===== src/common/adc_serial_defs.vh =====
// shared constants for the converter serial port and its result buffer
// assumes inclusion by bare name from files under logic/
`ifndef ADC_SERIAL_DEFS_VH
`define ADC_SERIAL_DEFS_VH

// word layout of a data read and a control write
`define READ_BITS 24
`define READ_MSB 23
`define WRITE_BITS 8
`define WRITE_MSB 7
`define BIT_CNT_W 5
`define READ_LAST 5'h17
`define WRITE_LAST 5'h07
`define BIT_CNT_ZERO 5'h00
`define BIT_CNT_ONE 5'h01

// position of the sampled auxiliary inputs inside the read word
`define AUX_HIGH_POS 4
`define AUX_LOW_POS 3

// least data-ready high time in master-clock periods, before division by n
`define DRDY_HIGH_BASE 10'h118
`define DRDY_HIGH_X2 10'h230
`define DRDY_CNT_W 10
`define DRDY_CNT_ZERO 10'h000
`define DRDY_CNT_ONE 10'h001

// result buffer depth
`define BUF_DEPTH 2
`define BUF_CNT_W 2
`define BUF_IDX_W 1
`define BUF_FULL 2'h2
`define BUF_CNT_ONE 2'h1

`endif


===== src/logic/adc_serial_port.v =====
// serial host port of a sigma-delta converter: data-ready, reads, writes
// assumes pins are asynchronous to ref_clk and sclk pulses last >= 100 ns
`timescale 1ns/1ps
`include "adc_serial_defs.vh"

module adc_serial_port
(
  // clock and reset
  input wire ref_clk,
  input wire reset_n,
  // serial pins
  input wire sclk,
  input wire cs_n,
  input wire din,
  output wire dout,
  output wire dout_oe,
  output wire data_ready_n,
  // auxiliary pins and master clock pin
  input wire aux_input_0,
  input wire aux_input_1,
  input wire master_clock_in,
  // configuration from the control logic
  input wire clock_doubler_sel,
  input wire modulator_rate_hi,
  input wire modulator_rate_lo,
  input wire read_mode,
  // conversion results from the filter
  input wire [`READ_MSB:0] result_data,
  input wire result_valid,
  output wire result_ready,
  // control words written by the host
  output wire [`WRITE_MSB:0] cmd_data,
  output wire cmd_valid,
  // nominal-rate master clock enable for the modulator
  output wire modulator_tick
);

  localparam ST_HIGH = 2'b01;
  localparam ST_LOW = 2'b10;

  // least high time: base shifted down by 2*hi+lo
  function [`DRDY_CNT_W-1:0] drdy_min;
    input x2;
    input hi;
    input lo;
    reg [`DRDY_CNT_W-1:0] base;
    begin
      base = x2 ? `DRDY_HIGH_X2 : `DRDY_HIGH_BASE;
      drdy_min = base >> {hi, lo};
    end
  endfunction

  // read word with the sampled aux inputs inserted
  function [`READ_MSB:0] read_word;
    input [`READ_MSB:0] word;
    input a1;
    input a0;
    reg [`READ_MSB:0] w;
    begin
      w = word;
      w[`AUX_HIGH_POS] = a1;
      w[`AUX_LOW_POS] = a0;
      read_word = w;
    end
  endfunction

  // two-flop synchronisers for every pin, plus a third stage for edges
  reg [1:0] sclk_sync_ff, cs_sync_ff, din_sync_ff, mclk_sync_ff;
  reg [1:0] aux0_sync_ff, aux1_sync_ff;
  reg sclk_prev_ff, cs_prev_ff, mclk_prev_ff;
  always @(posedge ref_clk or negedge reset_n)
  begin
    if (!reset_n)
    begin
      sclk_sync_ff <= 2'h3;
      cs_sync_ff <= 2'h3;
      din_sync_ff <= 2'h0;
      mclk_sync_ff <= 2'h0;
      aux0_sync_ff <= 2'h0;
      aux1_sync_ff <= 2'h0;
      sclk_prev_ff <= 1'b1;
      cs_prev_ff <= 1'b1;
      mclk_prev_ff <= 1'b0;
    end
    else
    begin
      sclk_sync_ff <= {sclk_sync_ff[0], sclk};
      cs_sync_ff <= {cs_sync_ff[0], cs_n};
      din_sync_ff <= {din_sync_ff[0], din};
      mclk_sync_ff <= {mclk_sync_ff[0], master_clock_in};
      aux0_sync_ff <= {aux0_sync_ff[0], aux_input_0};
      aux1_sync_ff <= {aux1_sync_ff[0], aux_input_1};
      sclk_prev_ff <= sclk_sync_ff[1];
      cs_prev_ff <= cs_sync_ff[1];
      mclk_prev_ff <= mclk_sync_ff[1];
    end
  end

  wire sclk_s = sclk_sync_ff[1];
  wire cs_s = cs_sync_ff[1];
  wire sclk_rise = sclk_s & ~sclk_prev_ff;
  wire sclk_fall = ~sclk_s & sclk_prev_ff;
  wire cs_fall = ~cs_s & cs_prev_ff;
  wire mclk_rise = mclk_sync_ff[1] & ~mclk_prev_ff;

  // run only once the master clock is seen toggling after reset
  reg run_ff;
  reg half_ff;
  reg tick_ff;
  always @(posedge ref_clk or negedge reset_n)
  begin
    if (!reset_n)
    begin
      run_ff <= 1'b0;
      half_ff <= 1'b0;
      tick_ff <= 1'b0;
    end
    else
    begin
      if (mclk_rise)
        run_ff <= 1'b1;
      if (mclk_rise)
        half_ff <= clock_doubler_sel ? ~half_ff : 1'b0;
      // doubled clock yields a tick on every other edge
      tick_ff <= mclk_rise & (~clock_doubler_sel | half_ff);
    end
  end
  assign modulator_tick = tick_ff;

  // sclk idle level caught when chip select falls; tied low catches the sclk level just after reset
  reg idle_high_ff;
  always @(posedge ref_clk or negedge reset_n)
  begin
    if (!reset_n)
      idle_high_ff <= 1'b1;
    else if (cs_fall)
      idle_high_ff <= sclk_s;
  end

  wire frame_on = ~cs_s & run_ff;
  wire shift_edge = frame_on & (idle_high_ff ? sclk_fall : sclk_rise);
  wire capture_edge = frame_on & (idle_high_ff ? sclk_rise : sclk_fall);

  // frame engine state
  reg started_ff, is_read_ff, dout_ff, cmd_valid_ff;
  reg [`BIT_CNT_W-1:0] bit_cnt_ff;
  reg [`READ_MSB:0] shift_ff;
  reg [`READ_MSB:0] out_word_ff;
  reg [`WRITE_MSB:0] wr_shift_ff;
  reg [`WRITE_MSB:0] cmd_data_ff;
  wire read_done = capture_edge & started_ff & is_read_ff & (bit_cnt_ff == `READ_LAST);
  wire write_done = capture_edge & started_ff & ~is_read_ff & (bit_cnt_ff == `WRITE_LAST);
  wire [`READ_MSB:0] first_word = read_word(out_word_ff, aux1_sync_ff[1], aux0_sync_ff[1]);

  // shift, capture and count; chip select high or a full word ends the frame
  always @(posedge ref_clk or negedge reset_n)
  begin
    if (!reset_n)
    begin
      started_ff <= 1'b0;
      is_read_ff <= 1'b0;
      dout_ff <= 1'b0;
      cmd_valid_ff <= 1'b0;
      bit_cnt_ff <= `BIT_CNT_ZERO;
      shift_ff <= {`READ_BITS{1'b0}};
      wr_shift_ff <= {`WRITE_BITS{1'b0}};
      cmd_data_ff <= {`WRITE_BITS{1'b0}};
    end
    else
    begin
      cmd_valid_ff <= 1'b0;
      if (!frame_on)
      begin
        started_ff <= 1'b0;
        bit_cnt_ff <= `BIT_CNT_ZERO;
      end
      else if (read_done || write_done)
      begin
        // word complete; next shift edge opens a fresh frame
        started_ff <= 1'b0;
        bit_cnt_ff <= `BIT_CNT_ZERO;
        if (write_done)
        begin
          cmd_data_ff <= {wr_shift_ff[`WRITE_MSB-1:0], din_sync_ff[1]};
          cmd_valid_ff <= 1'b1;
        end
      end
      else if (shift_edge && !started_ff)
      begin
        started_ff <= 1'b1;
        is_read_ff <= read_mode;
        // aux pins sampled here and frozen into the word
        shift_ff <= {first_word[`READ_MSB-1:0], 1'b0};
        dout_ff <= first_word[`READ_MSB];
      end
      else if (shift_edge && is_read_ff)
      begin
        dout_ff <= shift_ff[`READ_MSB];
        shift_ff <= {shift_ff[`READ_MSB-1:0], 1'b0};
      end
      else if (capture_edge && started_ff)
      begin
        bit_cnt_ff <= bit_cnt_ff + `BIT_CNT_ONE;
        if (!is_read_ff)
          wr_shift_ff <= {wr_shift_ff[`WRITE_MSB-1:0], din_sync_ff[1]};
      end
    end
  end

  assign dout = dout_ff;
  assign dout_oe = frame_on & started_ff & is_read_ff;
  assign cmd_data = cmd_data_ff;
  assign cmd_valid = cmd_valid_ff;

  // result buffer absorbs filter words while the host is slow
  wire [`READ_MSB:0] buf_data;
  wire buf_valid;
  reg [1:0] state_ff;
  reg [`DRDY_CNT_W-1:0] high_cnt_ff;
  wire high_met = (high_cnt_ff >= drdy_min(clock_doubler_sel, modulator_rate_hi,
                                           modulator_rate_lo));
  // no update during a read or as one opens, so a read never clears a fresh word
  wire load = (state_ff == ST_HIGH) & high_met & buf_valid & run_ff &
              ~(started_ff & is_read_ff) & ~(shift_edge & ~started_ff & read_mode);

  result_buffer u_buf
  (
    .ref_clk(ref_clk),
    .reset_n(reset_n),
    .in_data(result_data),
    .in_valid(result_valid),
    .in_ready(result_ready),
    .out_data(buf_data),
    .out_valid(buf_valid),
    .out_ready(load)
  );

  // data-ready state: high while waiting out the least time, low until read
  reg [1:0] nxt_state;
  always @*
  begin
    nxt_state = state_ff;
    case (state_ff)
      ST_HIGH:
        if (load)
          nxt_state = ST_LOW;
      ST_LOW:
        if (read_done)
          nxt_state = ST_HIGH;
      default:
        nxt_state = ST_HIGH;
    endcase
  end

  always @(posedge ref_clk or negedge reset_n)
  begin
    if (!reset_n)
    begin
      state_ff <= ST_HIGH;
      high_cnt_ff <= `DRDY_CNT_ZERO;
      out_word_ff <= {`READ_BITS{1'b0}};
    end
    else
    begin
      state_ff <= nxt_state;
      if (load)
        out_word_ff <= buf_data;
      // count raw master periods from the rise of data-ready
      if (state_ff != ST_HIGH)
        high_cnt_ff <= `DRDY_CNT_ZERO;
      else if (mclk_rise && !high_met)
        high_cnt_ff <= high_cnt_ff + `DRDY_CNT_ONE;
    end
  end

  assign data_ready_n = (state_ff != ST_LOW);

endmodule


===== src/logic/result_buffer.v =====
// two-entry valid/ready buffer between the filter and the output word
// assumes both sides run on ref_clk; storage is flip-flops indexed by pointer
`timescale 1ns/1ps
`include "adc_serial_defs.vh"

module result_buffer
(
  // clock and reset
  input wire ref_clk,
  input wire reset_n,
  // filling side
  input wire [`READ_MSB:0] in_data,
  input wire in_valid,
  output wire in_ready,
  // draining side
  output wire [`READ_MSB:0] out_data,
  output wire out_valid,
  input wire out_ready
);

  reg [`READ_MSB:0] mem_ff [0:`BUF_DEPTH-1];
  reg [`BUF_IDX_W-1:0] wr_ptr_ff;
  reg [`BUF_IDX_W-1:0] rd_ptr_ff;
  reg [`BUF_CNT_W-1:0] count_ff;
  wire push;
  wire pop;

  // honest full and empty from the fill count
  assign in_ready = (count_ff != `BUF_FULL);
  assign out_valid = (count_ff != {`BUF_CNT_W{1'b0}});
  assign out_data = mem_ff[rd_ptr_ff];
  assign push = in_valid & in_ready;
  assign pop = out_valid & out_ready;

  // pointers wrap naturally with a one-bit index
  always @(posedge ref_clk or negedge reset_n)
  begin
    if (!reset_n)
    begin
      wr_ptr_ff <= {`BUF_IDX_W{1'b0}};
      rd_ptr_ff <= {`BUF_IDX_W{1'b0}};
      count_ff <= {`BUF_CNT_W{1'b0}};
    end
    else
    begin
      if (push)
        wr_ptr_ff <= wr_ptr_ff + 1'b1;
      if (pop)
        rd_ptr_ff <= rd_ptr_ff + 1'b1;
      if (push && !pop)
        count_ff <= count_ff + `BUF_CNT_ONE;
      else if (pop && !push)
        count_ff <= count_ff - `BUF_CNT_ONE;
    end
  end

  // data storage needs no reset; valid gating covers stale words
  always @(posedge ref_clk)
  begin
    if (push)
      mem_ff[wr_ptr_ff] <= in_data;
  end

endmodule


===== config.mk =====
export PLATFORM = sky130hd
export DESIGN_NAME = adc_serial_port
export DESIGN_NICKNAME = d
export VERILOG_FILES = /design/src/logic/adc_serial_port.v /design/src/logic/result_buffer.v
export VERILOG_INCLUDE_DIRS = /design/src /design/src/common
export SDC_FILE = /design/constraint.sdc
export NUM_CORES = 1
export LEC_CHECK = 0
export ABC_CLOCK_PERIOD_IN_PS = 3060
export BUFFER_PORTS_ARGS = -buffer_cell sky130_fd_sc_hd__buf_2
export CAP_MARGIN = 10
export CORE_MARGIN = 2
export CORE_UTILIZATION = 35
export DETAILED_ROUTE_END_ITERATION = 10
export PLACE_DENSITY_LB_ADDON = 0.08
export SYNTH_ARGS = -nofsm -noshare
export SYNTH_HDL_FRONTEND = slang
export SYNTH_SLANG_ARGS = --single-unit

===== constraint.sdc =====
create_clock -name ref_clk -period 3.06 [get_ports ref_clk]
set_input_delay 0.153 -clock ref_clk [delete_from_list [all_inputs] [get_ports ref_clk]]
set_output_delay 0.153 -clock ref_clk [all_outputs]
set_load 0.01 [all_outputs]

==> flow_summary.json <==
{
  "outcome": "complete, no violations",
  "min_period_ns": 2.57,
  "ios": 51,
  "cp_cell_sequence": "ha_1, a211oi_1, nor2_1, a211o_1, o221a_2, inv_1, ha_1, nor2_1, xor2_1",
  "drt-total-wl_um": 11100,
  "drc": 0,
  "synthTopCellsByArea": "dfrtp_1 38%, edfxtp_1 21%, mux2_2 10%",
  "synth_top_area_share_pct": 38.3,
  "cp_slowest_cell": "dfrtp_1",
  "drt-pass1-iter-count": 4,
  "die_w_um": 138,
  "ir_worst_vdd_mv": 0.396,
  "slowest_delay_ns": 0.43,
  "ant_nets": 0,
  "via_per_inst": 4.72,
  "clk_path_buf_depth": 2,
  "switching_share_pct": 23.2,
  "relSlewSlack_pct": 42.5,
  "crit_type": "reg -> reg",
  "tightest_slew_ns": 0.863,
  "crit_buf_inv": 1,
  "synth-edff-count": 44,
  "setup-tns-final_ns": 0,
  "synth_cell_types": 47,
  "htree_levels": 4,
  "nets": 604,
  "core_mm2": 0.0174,
  "final-hold-violation-count": 0,
  "cp.required_ns": 3.39,
  "p_int_mw": 3.86,
  "cp_top_family": "compound AO/OA/AOI/OAI gates",
  "routedWlPerCell_um": 14.1,
  "dp_hpwl_um": 7240,
  "hold_path_class": "in -> reg",
  "fmax_mhz": 389,
  "layout_commonest_cell": "dfrtp_1",
  "cts_setup_buffers": 0,
  "synth-main-ff-cell": "dfrtp_1",
  "crit_arrival_ns": 2.90,
  "die_height_um": 138,
  "grt_antenna_before_repair": 0,
  "cts_sinks": 148,
  "gp_congestion": 0.747,
  "syn_inst": 462,
  "layout-drive-gt1-share_pct": 29.3,
  "numPortBuffers": 48,
  "grt_pass1_wl_um": 18600,
  "yosys.area.top_type": "dfrtp_1",
  "grt_pass1_vias": 3864,
  "synth.net_count": 516,
  "power.leakage_nw": 3.45,
  "combPwrFrac_pct": 9.5,
  "p_clk_share_pct": 43.0,
  "grt_max_degree": 68,
  "rsz0062_at_grt": "false",
  "antenna_cells": 0,
  "clockRootBuffer": "clkbuf_16",
  "fin_skew_ns": 0.0144,
  "grtUsageTotal_pct": 13.0,
  "start_util_pct": 36.1,
  "clk_pin_slew_ns": 0.06,
  "overflow": 0,
  "rows": 48,
  "synth-seq-cells": 148,
  "die_area_mm2": 0.0190,
  "synth.avg_cell_area_um2": 13.6,
  "syn_area_mm2": 0.00628,
  "drv_slew": 0,
  "pwr-share-seq_pct": 47.5,
  "fin_crit_sh_pct": 84.0,
  "p_per_area_mw_per_mm2": 652,
  "async_reset_ff_share_pct": 70.3,
  "synth-seq-area-share_pct": 62.6,
  "holdWs_ns": 0.0708,
  "critPathCaptureType": "flip-flop",
  "cts_made_buffers": 17,
  "p_sw_mw": 1.17,
  "insertion_delay_ns": 0.42,
  "setup_violations": 0,
  "critPathLaunchType": "flip-flop",
  "mostFrequentLayoutCells": "96 x dfrtp_1, 57 x mux2_2, 47 x buf_2",
  "max-cap-violations": 0,
  "drtIter0Drc": 222,
  "cts_tree": "done",
  "areaGrowthSynthToFinish_pct": 22.8,
  "vias": 3719,
  "finalPower_mw": 5.03,
  "ys_warn_count": 0,
  "path_max_fanout": 5
}
-- logic make-up (layout without fill, tap and decap cells) --
logic type | count (synthesis) | in the layout | synth area share (%)
buf+inv | 28 | 129 | 2.05
mux | 91 | 91 | 15.7
flops | 148 | 148 | 62.6
compound gates | 56 | 56 | 5.58
fa+ha+maj | 17 | 17 | 3.39
simple gates | 112 | 112 | 9.28
xor+xnor | 10 | 10 | 1.39
-- metrics by stage --
step	util, %	cell area (µm²)	instances	setup WS, ns
global route	44.3	7710	788	0.334
detailed placement	39.1	6810	727	0.227
global placement	39.1	6810	727	0.303
CTS	44.3	7710	788	0.484
floorplan	-	6280	462	0.381
finish	44.3	7710	788	0.490
-- registers in the layout, summed over array words and instances (netlist names), 2 cells and up --
| name | count |
|---|---|
| aux0_sync_ff | 2 |
| aux1_sync_ff | 2 |
| bit_cnt_ff | 5 |
| cmd_data | 8 |
| cs_sync_ff | 2 |
| din_sync_ff | 2 |
| high_cnt_ff | 10 |
| mclk_sync_ff | 2 |
| out_word_ff | 22 |
| sclk_sync_ff | 2 |
| shift_ff | 23 |
| state_ff | 2 |
| u_buf.count_ff | 2 |
| u_buf.mem_ff | 44 |
| wr_shift_ff | 7 |
-- final cells by class --
type                            instances  area [µm²]
Inverter                               10        37.5
Clock inverter                         13         181
Multi-Input combinational cell        286        2220
Clock buffer                           19         433
Tap cell                              225         282
Fill cell                            1649        9710
Sequential cell                       148        3930
Timing Repair Buffer                   87         621
-- synth_stat cells, types with 2 or more instances --
cell,number
clkbuf_1,13
o21bai_1,2
mux2_2,57
dfstp_2,8
buf_6,3
and2_1,2
nand2b_1,18
nor4_1,4
o21ai_0,32
nand4_1,7
and3_1,2
dfrtp_1,96
nand3_1,5
mux2i_1,33
nor2b_1,3
ha_1,17
nand2_2,2
nand3b_1,2
edfxtp_1,44
or4_1,2
or3b_1,2
a21boi_0,2
nand2_1,42
xor2_1,7
o31ai_1,2
inv_1,10
xnor2_1,3
a21oi_1,7
nor2_1,17
-- routing by layer --
layer	track usage, %	wire, µm	share of wire, %
met4	5.50	206	1.8
met5	0	0	0
met2	21.8	5500	49
met3	3.87	377	3.4
met1	15.6	5060	45
-- final timing paths --
path,from,end,slack [ns],cells after the start
hold / removal,clock_doubler_sel,half_ff,0.07,3
setup reg to reg,high_cnt_ff[7],u_buf.count_ff[1],0.49,9
hold reg to reg,aux1_sync_ff[0],aux1_sync_ff[1],0.35,0
setup / recovery,high_cnt_ff[7],u_buf.count_ff[1],0.49,9
min in group asynchronous,reset_n,high_cnt_ff[9],0.39,2
max in group asynchronous,reset_n,wr_shift_ff[3],1.83,3
-- power by group through the flow --
stage / clock, mW / sequential, mW / combinational, mW
2_1_floorplan: 0 / 2.39 / 0.304
3_3_place_gp: 0 / 2.42 / 0.452
3_5_place_dp: 0 / 2.43 / 0.471
4_1_cts: 2.23 / 2.39 / 0.503
5_1_grt: 2.32 / 2.41 / 0.545
6_report: 2.16 / 2.39 / 0.476
-- repair_timing --
| item | in CTS | in global routing |
|---|---|---|
| hold buffers | 29 | 0 |
| endpoints found under the setup margin | 0 | 0 |
| endpoints found under the hold margin | 107 | 0 |
| gates resized for setup | 0 | 0 |
-- worst min-delay path, cell delays in order --
cell and delay, ns:
buf_2 0.13, nand2b_1 0.08, o21ai_0 0.08
Note: power is estimated with default switching activity, not from simulation.
